$ cat config.mk
export PLATFORM = sky130hd
export DESIGN_NAME = dotp_protect
export DESIGN_NICKNAME = d
export VERILOG_FILES = /design/src/core/dotp_pkg.sv /design/src/core/dotp_protect.sv
export SDC_FILE = /design/constraint.sdc
export NUM_CORES = 2
export LEC_CHECK = 0
export BUFFER_PORTS_ARGS = -buffer_cell sky130_fd_sc_hd__buf_2
export CAP_MARGIN = 20
export CORE_MARGIN = 2
export CORE_UTILIZATION = 65
export CTS_CLUSTER_SIZE = 12
export DETAILED_ROUTE_END_ITERATION = 10
export PLACE_DENSITY_LB_ADDON = 0.08
export SKIP_CTS_REPAIR_TIMING = 1
export SLEW_MARGIN = 20
export SYNTH_ARGS = -nofsm -noshare
export SYNTH_HDL_FRONTEND = slang
export SYNTH_SLANG_ARGS = --single-unit
$ cat constraint.sdc
create_clock -name clk_in -period 35 [get_ports clk_in]
set_input_delay 7 -clock clk_in [delete_from_list [all_inputs] [get_ports clk_in]]
set_output_delay 7 -clock clk_in [all_outputs]
set_load 0.005 [all_outputs]
$ cat src/core/dotp_pkg.sv
// constants, register map and types of the overload and thermal protection
// assumes a 250 MHz control clock and percent-scaled current samples
package dotp_pkg;

  // clock and control period
  localparam int unsigned CLK_HZ         = 250_000_000;
  localparam int unsigned CTRL_PERIOD_NS = 100_000;   // filter update period
  localparam int unsigned TICK_CYC       =
    (CLK_HZ / 1_000_000) * (CTRL_PERIOD_NS / 1_000);
  localparam int unsigned TICKS_PER_S    = 1_000_000_000 / CTRL_PERIOD_NS;

  // bus widths
  localparam int unsigned ADDR_W = 4;
  localparam int unsigned DATA_W = 16;

  // current scaling
  localparam int unsigned AMP_RATING_A = 10;  // amplifier rating, amperes
  localparam int unsigned PCT_FULL     = 100; // percent scale
  localparam int unsigned I2T_DIV      = 50;  // i2t signal divisor
  localparam int unsigned PEAK_K       = 4;   // peak time factor, seconds
  localparam int unsigned CLAMP_NUM    = 7;   // 0.7 as 7 / 10
  localparam int unsigned CLAMP_DEN    = 10;
  localparam int unsigned REL_NUM      = 289; // 0.85 squared as 289 / 400
  localparam int unsigned REL_DEN      = 400;
  localparam int unsigned FILT_SH      = 6;   // filter time constant shift

  // register offsets (word index)
  localparam logic [ADDR_W-1:0] REG_CTRL  = 4'h0;
  localparam logic [ADDR_W-1:0] REG_RATED = 4'h1;
  localparam logic [ADDR_W-1:0] REG_MAX   = 4'h2;
  localparam logic [ADDR_W-1:0] REG_WARN  = 4'h3;
  localparam logic [ADDR_W-1:0] REG_TRIP  = 4'h4;
  localparam logic [ADDR_W-1:0] REG_STAT  = 4'h5;
  localparam logic [ADDR_W-1:0] REG_MASK  = 4'h6;
  localparam logic [ADDR_W-1:0] REG_I2T   = 4'h7;
  localparam logic [ADDR_W-1:0] REG_STATE = 4'h8;

  // field positions
  localparam int unsigned CTRL_LIM_BIT = 0;  // 1 = limiting mode
  localparam int unsigned CTRL_PTC_BIT = 1;  // 1 = positive coeff sensor
  localparam int unsigned EV_OVL       = 0;
  localparam int unsigned EV_THM       = 1;
  localparam int unsigned EV_WARN      = 2;
  localparam int unsigned EV_CLAMP     = 3;
  localparam int unsigned NUM_EV       = 4;

  // reset values
  localparam logic [1:0]  CTRL_RST   = 2'h0;
  localparam logic [7:0]  RATED_RST  = 8'h05;
  localparam logic [7:0]  MAX_RST    = 8'h0a;
  localparam logic [15:0] OHM_RST    = 16'h0ce4;  // 3300 ohm, near 140 C

  typedef enum logic [1:0] {
    OL_NORMAL,
    OL_PEAK,
    OL_CLAMP,
    OL_TRIP
  } dotp_ol_e;

endpackage

$ cat src/core/dotp_protect.sv
// i2t overload and motor thermal protection with a small register port
// assumes current samples and sensor ohms come from logic on clk_in
`timescale 1ns/10ps

// How it works
// - fusing: no drop under 85% trips
// - rms at rated clamps command to rated
// - peak allowed 4*rated^2/max^2 seconds
// - clamp lasts 1-0.7*rated^2/max^2 seconds, fusing
// - timing exact only above 1.5 ratio
// - max equals rated: never trip, hold
// - warning threshold lights panel, stays enabled
// - trip threshold disables the power stage
// - ntc crosses downward, ptc crosses upward
// - default trip near 3.3 kohm
// - rated percent is 100*rated/amp rating
// - limit threshold is rated percent squared/50
// - rms equals sqrt(50*signal)*rating/100
// - torque mode, zero command, zero torque
// - limiting mode: same peak, then hold
// - any fault opens the drive-ok relay
module dotp_protect #(
  parameter int unsigned TICK_CYC_P = dotp_pkg::TICK_CYC
) (
  input  wire logic                        clk_in,
  input  wire logic                        rst_n_in,
  input  wire logic [dotp_pkg::ADDR_W-1:0] addr_in,
  input  wire logic [dotp_pkg::DATA_W-1:0] wr_data_in,
  input  wire logic                        wr_in,
  input  wire logic                        rd_in,
  output logic      [dotp_pkg::DATA_W-1:0] rd_data_out,
  input  wire logic                        drive_enable_in,
  input  wire logic                        fault_reset_in,
  input  wire logic                        torque_mode_select_in,
  input  wire logic signed [8:0]           cmd_in,
  input  wire logic [7:0]                  meas_cur_in,
  input  wire logic [15:0]                 sensor_ohm_in,
  output logic signed [8:0]                cmd_out,
  output logic                             power_enable_out,
  output logic                             drive_ok_relay_out,
  output logic                             temp_warn_out,
  output logic                             irq_out
);
  import dotp_pkg::*;

  localparam logic [15:0] TICK_LAST = 16'(TICK_CYC_P - 1);

  // pin synchronisers: enable, fault reset, torque mode
  logic [2:0]          pin_a_r;       // first stage, read by pin_b_r only
  logic [2:0]          pin_b_r;       // second stage
  logic                en_s;
  logic                frst_s;
  logic                tq_s;

  // configuration and interrupt registers
  logic [1:0]          ctrl_r;
  logic [7:0]          rated_a_r;     // rated current, amperes
  logic [7:0]          max_a_r;       // maximum current, amperes
  logic [15:0]         warn_ohm_r;
  logic [15:0]         trip_ohm_r;
  logic [NUM_EV-1:0]   stat_r;        // sticky events
  logic [NUM_EV-1:0]   mask_r;
  logic [NUM_EV-1:0]   stat_nxt;
  logic [NUM_EV-1:0]   lvl;           // event source levels
  logic [NUM_EV-1:0]   lvl_q_r;       // previous levels for edges

  // current path
  logic [15:0]         tick_cnt_r;
  logic                tick;
  logic [7:0]          rated_pct;
  logic [7:0]          max_pct;
  logic [15:0]         r2;
  logic [15:0]         m2;
  logic [15:0]         sq;
  logic [15:0]         est_r;         // filtered current squared, %^2
  logic signed [17:0]  diff;
  logic signed [17:0]  est_sum;
  logic [15:0]         i2t_sig;       // i2t signal, percent squared over 50
  logic [15:0]         lim_thr;
  logic                at_rated;
  logic                over;
  logic                drop;
  logic                equal;
  logic [33:0]         acc_r;         // overload time bucket
  logic [33:0]         peak_thr;
  logic [33:0]         clamp_step;
  logic [33:0]         clamp_thr;
  dotp_ol_e            ol_st_r;

  // thermal and outputs
  logic                hot_warn;
  logic                hot_trip;
  logic                thm_flt_r;
  logic                fault;
  logic [7:0]          lim;
  logic [8:0]          mag;
  logic [8:0]          clamped;

  assign en_s   = pin_b_r[0];
  assign frst_s = pin_b_r[1];
  assign tq_s   = pin_b_r[2];

  // two flops per pin, only the second stage reads the first
  always_ff @(posedge clk_in) begin
    if (!rst_n_in) begin
      pin_a_r <= '0;
      pin_b_r <= '0;
    end else begin
      pin_a_r <= {torque_mode_select_in, fault_reset_in, drive_enable_in};
      pin_b_r <= pin_a_r;
    end
  end

  // configuration writes
  always_ff @(posedge clk_in) begin
    if (!rst_n_in) begin
      ctrl_r     <= CTRL_RST;
      rated_a_r  <= RATED_RST;
      max_a_r    <= MAX_RST;
      warn_ohm_r <= OHM_RST;
      trip_ohm_r <= OHM_RST;
      mask_r     <= '0;
    end else if (wr_in) begin
      case (addr_in)
        REG_CTRL:  ctrl_r     <= wr_data_in[1:0];
        REG_RATED: rated_a_r  <= wr_data_in[7:0];
        REG_MAX:   max_a_r    <= wr_data_in[7:0];
        REG_WARN:  warn_ohm_r <= wr_data_in;
        REG_TRIP:  trip_ohm_r <= wr_data_in;
        REG_MASK:  mask_r     <= wr_data_in[NUM_EV-1:0];
        default:   ;                            // status cleared in the event logic; others read-only or unmapped
      endcase
    end
  end

  // scaled currents; division by a constant only
  always_comb begin
    rated_pct = 8'(PCT_FULL * rated_a_r / AMP_RATING_A);
    max_pct   = 8'(PCT_FULL * max_a_r / AMP_RATING_A);
    r2        = rated_pct * rated_pct;
    m2        = max_pct * max_pct;
    sq        = meas_cur_in * meas_cur_in;
    i2t_sig   = 16'(est_r / I2T_DIV);
    lim_thr   = 16'(r2 / I2T_DIV);
    at_rated  = (i2t_sig >= lim_thr);
    over      = (meas_cur_in > rated_pct);
    drop      = (26'(est_r) * 26'(REL_DEN)) < (26'(r2) * 26'(REL_NUM));
    equal     = (max_pct == rated_pct);
    diff      = $signed({2'b00, sq}) - $signed({2'b00, est_r});
    est_sum   = $signed({2'b00, est_r}) + (diff >>> FILT_SH);
    // bucket filled with i^2 reaches 4*r^2 after 4*r^2/m^2 seconds
    peak_thr  = 34'(PEAK_K * TICKS_PER_S) * 34'(r2);
    clamp_step = 34'(CLAMP_DEN) * 34'(m2);
    // thr/step in seconds = 1 - 0.7*r^2/m^2; figures hold above 1.5 ratio
    if (clamp_step > 34'(CLAMP_NUM) * 34'(r2))
      clamp_thr = (clamp_step - 34'(CLAMP_NUM) * 34'(r2))
                  * 34'(TICKS_PER_S);
    else
      clamp_thr = '0;
  end

  // control period tick
  always_ff @(posedge clk_in) begin
    if (!rst_n_in)
      tick_cnt_r <= '0;
    else if (tick)
      tick_cnt_r <= '0;
    else
      tick_cnt_r <= tick_cnt_r + 16'h0001;
  end
  assign tick = (tick_cnt_r == TICK_LAST);

  // first order filter, settles to mean of i^2
  always_ff @(posedge clk_in) begin
    if (!rst_n_in)
      est_r <= '0;
    else if (tick)
      est_r <= est_sum[15:0];
  end

  // overload sequence: peak, clamp, trip
  always_ff @(posedge clk_in) begin
    if (!rst_n_in) begin
      ol_st_r <= OL_NORMAL;
      acc_r   <= '0;
    end else if (frst_s) begin
      ol_st_r <= OL_NORMAL;
      acc_r   <= '0;
    end else if (tick) begin
      case (ol_st_r)
        OL_NORMAL: begin
          if (over) begin
            ol_st_r <= OL_PEAK;
            acc_r   <= acc_r + 34'(sq);
          end else if (acc_r > 34'(r2)) begin
            acc_r   <= acc_r - 34'(r2);        // cool down slowly
          end else begin
            acc_r   <= '0;
          end
        end
        OL_PEAK: begin
          if (at_rated || acc_r >= peak_thr) begin
            ol_st_r <= OL_CLAMP;
            acc_r   <= '0;
          end else if (!over) begin
            ol_st_r <= OL_NORMAL;
          end else begin
            acc_r   <= acc_r + 34'(sq);
          end
        end
        OL_CLAMP: begin
          // rms fell under 85%: overload over, no trip
          if (drop) begin
            ol_st_r <= OL_NORMAL;
            acc_r   <= '0;
          end else if (ctrl_r[CTRL_LIM_BIT] || equal) begin
            acc_r   <= acc_r;
          end else if (acc_r >= clamp_thr) begin
            ol_st_r <= OL_TRIP;
          end else begin
            acc_r   <= acc_r + clamp_step;
          end
        end
        OL_TRIP: ol_st_r <= OL_TRIP;
        default: ol_st_r <= OL_NORMAL;
      endcase
    end
  end

  // sensor crossing direction depends on probe type
  always_comb begin
    if (ctrl_r[CTRL_PTC_BIT]) begin
      hot_warn = (sensor_ohm_in >= warn_ohm_r);
      hot_trip = (sensor_ohm_in >= trip_ohm_r);
    end else begin
      hot_warn = (sensor_ohm_in <= warn_ohm_r);
      hot_trip = (sensor_ohm_in <= trip_ohm_r);
    end
  end

  // thermal fault latch; a still-hot motor wins over reset
  always_ff @(posedge clk_in) begin
    if (!rst_n_in)
      thm_flt_r <= 1'b0;
    else if (hot_trip)
      thm_flt_r <= 1'b1;
    else if (frst_s)
      thm_flt_r <= 1'b0;
  end

  assign fault = thm_flt_r || (ol_st_r == OL_TRIP);

  // command clamp; zero in gives zero out
  always_comb begin
    lim     = (ol_st_r == OL_CLAMP) ? rated_pct : max_pct;
    mag     = cmd_in[8] ? 9'(-cmd_in) : 9'(cmd_in);
    clamped = (mag > {1'b0, lim}) ? {1'b0, lim} : mag;
  end

  // power stage, relay, panel and command outputs
  always_ff @(posedge clk_in) begin
    if (!rst_n_in) begin
      cmd_out            <= '0;
      power_enable_out   <= 1'b0;
      drive_ok_relay_out <= 1'b0;
      temp_warn_out      <= 1'b0;
    end else begin
      power_enable_out   <= en_s && !fault;
      drive_ok_relay_out <= !fault;
      temp_warn_out      <= hot_warn;
      if (!en_s || fault)
        cmd_out <= '0;
      else if (cmd_in[8])
        cmd_out <= -$signed(clamped);
      else
        cmd_out <= $signed(clamped);
    end
  end

  // sticky events, set wins over a one-to-clear
  always_comb begin
    lvl           = '0;
    lvl[EV_OVL]   = (ol_st_r == OL_TRIP);
    lvl[EV_THM]   = thm_flt_r;
    lvl[EV_WARN]  = hot_warn;
    lvl[EV_CLAMP] = (ol_st_r == OL_CLAMP);
    stat_nxt      = stat_r;
    if (wr_in && addr_in == REG_STAT)
      stat_nxt = stat_r & ~wr_data_in[NUM_EV-1:0];
    stat_nxt = stat_nxt | (lvl & ~lvl_q_r);
  end

  // interrupt state
  always_ff @(posedge clk_in) begin
    if (!rst_n_in) begin
      stat_r  <= '0;
      lvl_q_r <= '0;
      irq_out <= 1'b0;
    end else begin
      stat_r  <= stat_nxt;
      lvl_q_r <= lvl;
      irq_out <= |(stat_nxt & mask_r);
    end
  end

  // read port: data valid one cycle after the strobe only
  always_ff @(posedge clk_in) begin
    if (!rst_n_in || !rd_in) begin
      rd_data_out <= '0;
    end else begin
      case (addr_in)
        REG_CTRL:  rd_data_out <= {14'h0000, ctrl_r};
        REG_RATED: rd_data_out <= {8'h00, rated_a_r};
        REG_MAX:   rd_data_out <= {8'h00, max_a_r};
        REG_WARN:  rd_data_out <= warn_ohm_r;
        REG_TRIP:  rd_data_out <= trip_ohm_r;
        REG_STAT:  rd_data_out <= {12'h000, stat_r};
        REG_MASK:  rd_data_out <= {12'h000, mask_r};
        REG_I2T:   rd_data_out <= i2t_sig;
        REG_STATE: rd_data_out <= {rated_pct, 5'h00, thm_flt_r, ol_st_r};
        default:   rd_data_out <= '0;          // unmapped reads zero
      endcase
    end
  end

  logic [8:0] out_mag;
  assign out_mag = cmd_out[8] ? 9'(-cmd_out) : 9'(cmd_out);
endmodule

==> flow_metrics.py <==
metrics = {
    "min_path": {
        "hold_path_class": "reg -> reg",
        "min_from": "pin_a_r[0]",
        "min_path_cells": 1,
        "hold_end": "pin_b_r[0]",
    },
    "detailed_routing": {
        "drt-initial-drc-count": 3864,
        "wl_per_cell_um": 18.8,
        "viasPerCell": 6.36,
        "detail-route-antenna-nets": 0,
        "drc": 0,
        "num_vias": 49200,
        "wirelength_mm": 145,
        "firstDrtPassIters": 7,
    },
    "critical_path": {
        "cp.buffers_inverters": 20,
        "path_delay_family": "compound AO/OA/AOI/OAI gates",
        "crit_path_max_incr_delay_ns": 0.68,
        "worst-r2r-cell-count": 134,
        "path_class": "reg -> reg",
        "cp_common_cell": "a21oi_1",
        "cp_slowest_cell": "or4_1",
        "rrSetupSlack_ns": 1.83,
        "arrival_ns": 33.53,
        "end_kind": "flop",
        "critical_path_required_ns": 35.36,
        "start_kind": "flop",
        "regToRegStartpoint": "rated_a_r[6]",
        "critPathMaxFanout": 21,
        "r2r_end": "acc_r[4]",
    },
    "timing": {
        "finalMaxSlewViolations": 0,
        "finClkSkew_ns": 0.0266,
        "finalCriticalPeriod_ns": 33.17,
        "worst_pin_slew_ns": 1.11,
        "timing.final.crit_share": 0.948,
        "max_freq_mhz": 30.2,
        "slew_headroom": 0.260,
        "setup_viol": 0,
        "hold_viol_final": 0,
    },
    "cts": {
        "cts_made_buffers": 17,
        "cts_root_buf": "clkbuf_16",
        "clockBufferDepth": 2,
        "h-tree-depth": 4,
        "cts_tree": "built",
        "cts.sink_count": 163,
        "clk_latency_ns": 0.51,
        "clk_pin_slew_ns": 0.08,
    },
    "global_route": {
        "track_usage": 0.367,
        "grt_pass1_wl_mm": 237,
        "grt_overflow": 0,
        "grt_start_max_net_pins": 90,
        "antenna_found_initial": 0,
        "grt_pass1_vias": 46600,
    },
    "final_layout": {
        "syn_to_final_growth_pct": 6.05,
        "fin_area_um2": 52400,
        "n_antenna_cell": 0,
        "drive_gt1_frac": 0.0843,
        "fin_nets": 7709,
    },
    "floorplanning": {
        "die_h_um": 280,
        "pin_count": 89,
        "core_um2": 75600,
        "die_area_um2": 78200,
        "num_rows": 101,
        "die_w_um": 280,
        "start_util": 0.654,
    },
    "place": {
        "place_congestion": 0.994,
        "io_buffers": 87,
        "hpwl_mm": 117,
        "post_dp_cell_area_um2": 51400,
    },
    "synth": {
        "synth-edff-count": 0,
        "synth_seq_cells": 163,
        "synthArstFlopShare": 0,
        "syn_avg_cell_area_um2": 7.41,
        "syn_area_um2": 49400,
        "synth-main-ff-cell": "dfxtp_1",
        "synth_seq_area_share": 0.0660,
        "yosys.cell_types.count": 153,
        "synth_cells": 6670,
        "yosys_warnings": 0,
    },
    "status": {
        "status": "finished, final reports clean",
    },
    "run": {
        "cap_violations": 0,
    },
}
==> logic make-up (layout without fill, tap and decap cells) <==
group	after synthesis	after routing	share of synthesized area
AO/OA/AOI/OAI	1807	1807	0.253
XOR/XNOR	576	576	0.103
adder cells (fa/ha/maj)	920	920	0.261
buffers and inverters	895	972	0.0702
flip-flops	163	163	0.0660
multiplexers	117	117	0.0251
other	1	2	0.0000759
AND/OR/NAND/NOR	2191	2191	0.222
==> routing by layer <==
metal	wire, µm	part of all wire	GRT usage
met5	0	0	0
met4	6130	0.042	0.152
met3	8920	0.061	0.0369
met2	66800	0.46	0.612
met1	63600	0.44	0.483
==> synthesized netlist by cell type, types with 88 or more instances <==
master / number / area [µm²]
dfxtp_1: 163 / 3260
xor2_1: 159 / 1390
xnor2_1: 409 / 3580
nand2_1: 546 / 2050
nand2b_1: 103 / 644
mux2i_1: 88 / 881
a21oi_1: 494 / 2470
nor2b_1: 129 / 807
fa_1: 186 / 3720
clkbuf_1: 169 / 634
o21bai_1: 114 / 856
ha_1: 728 / 9110
inv_1: 659 / 2470
nor2_1: 540 / 2030
nor3_1: 181 / 906
a21o_1: 93 / 698
o21ai_0: 267 / 1340
nand3_1: 181 / 906
==> sequential cells by signal, indices dropped and copies added, names as in the netlist, 2 cells and up <==
register,count
rd_data_out,16
mask_r,4
acc_r,34
est_r,16
pin_b_r,2
lvl_q_r,4
ctrl_r,2
trip_ohm_r,16
max_a_r,8
cmd_out,9
tick_cnt_r,16
warn_ohm_r,16
pin_a_r,2
stat_r,4
ol_st_r,2
rated_a_r,8
==> through the flow <==
| step | hold slack, ns | instances | setup WS, ns | util | setup TNS [ns] |
|---|---|---|---|---|---|
| 2_1_floorplan | 0.412 | 6671 | 3.95 | - | 0 |
| 3_3_place_gp | 0.418 | 7677 | 0.905 | 0.680 | 0 |
| 3_5_place_dp | 0.426 | 7677 | 0.844 | 0.680 | 0 |
| 4_1_cts | 0.450 | 7709 | 0.608 | 0.688 | 0 |
| 5_1_grt | 0.470 | 7726 | -0.0683 | 0.693 | -0.120 |
| 6_report | 0.450 | 7726 | 1.83 | 0.693 | 0 |
==> placed cells by master (no fill, tap or decap), drive strengths merged, types with 42 or more instances in the layout <==
| cell type | count |
|---|---|
| and3 | 58 |
| nor2 | 541 |
| o31ai | 47 |
| a21boi | 61 |
| xnor2 | 415 |
| a22oi | 42 |
| o211ai | 63 |
| o21a | 75 |
| buf | 262 |
| dfxtp | 163 |
| a21o | 94 |
| nor2b | 130 |
| and2 | 80 |
| inv | 672 |
| o21bai | 114 |
| nand3 | 183 |
| xor2 | 161 |
| nand2 | 547 |
| nor4 | 47 |
| fa | 186 |
| nand2b | 103 |
| nor3 | 186 |
| a31oi | 60 |
| mux2i | 90 |
| nand4 | 74 |
| o21ai | 303 |
| a21oi | 501 |
| or3 | 55 |
| or2 | 58 |
| ha | 728 |
| a211oi | 58 |
| o22ai | 47 |
==> worst max path at each step <==
stage	from	to	slack, ns	cells after the start
after floorplan	rated_a_r[2]	acc_r[22]	3.95	139
after global placement	rated_a_r[0]	acc_r[7]	0.90	133
after detailed placement	rated_a_r[0]	acc_r[10]	0.84	133
after CTS	rated_a_r[0]	acc_r[4]	0.61	133
after global routing	rated_a_r[6]	acc_r[4]	-0.07	136
final	rated_a_r[6]	acc_r[4]	1.83	134
==> layout make-up <==
| type | instances | area [µm²] |
|---|---|---|
| sequential | 163 | 3270 |
| multi-input combinational | 5613 | 43000 |
| clock inverter | 12 | 124 |
| tap | 978 | 1220 |
| clock buffer | 20 | 447 |
| inverter | 678 | 2560 |
| timing repair buffer | 262 | 1770 |
| fill | 6627 | 23200 |
Power is not shown: default switching activity piles up to over one toggle a cycle in this logic, so the estimate is an artifact.
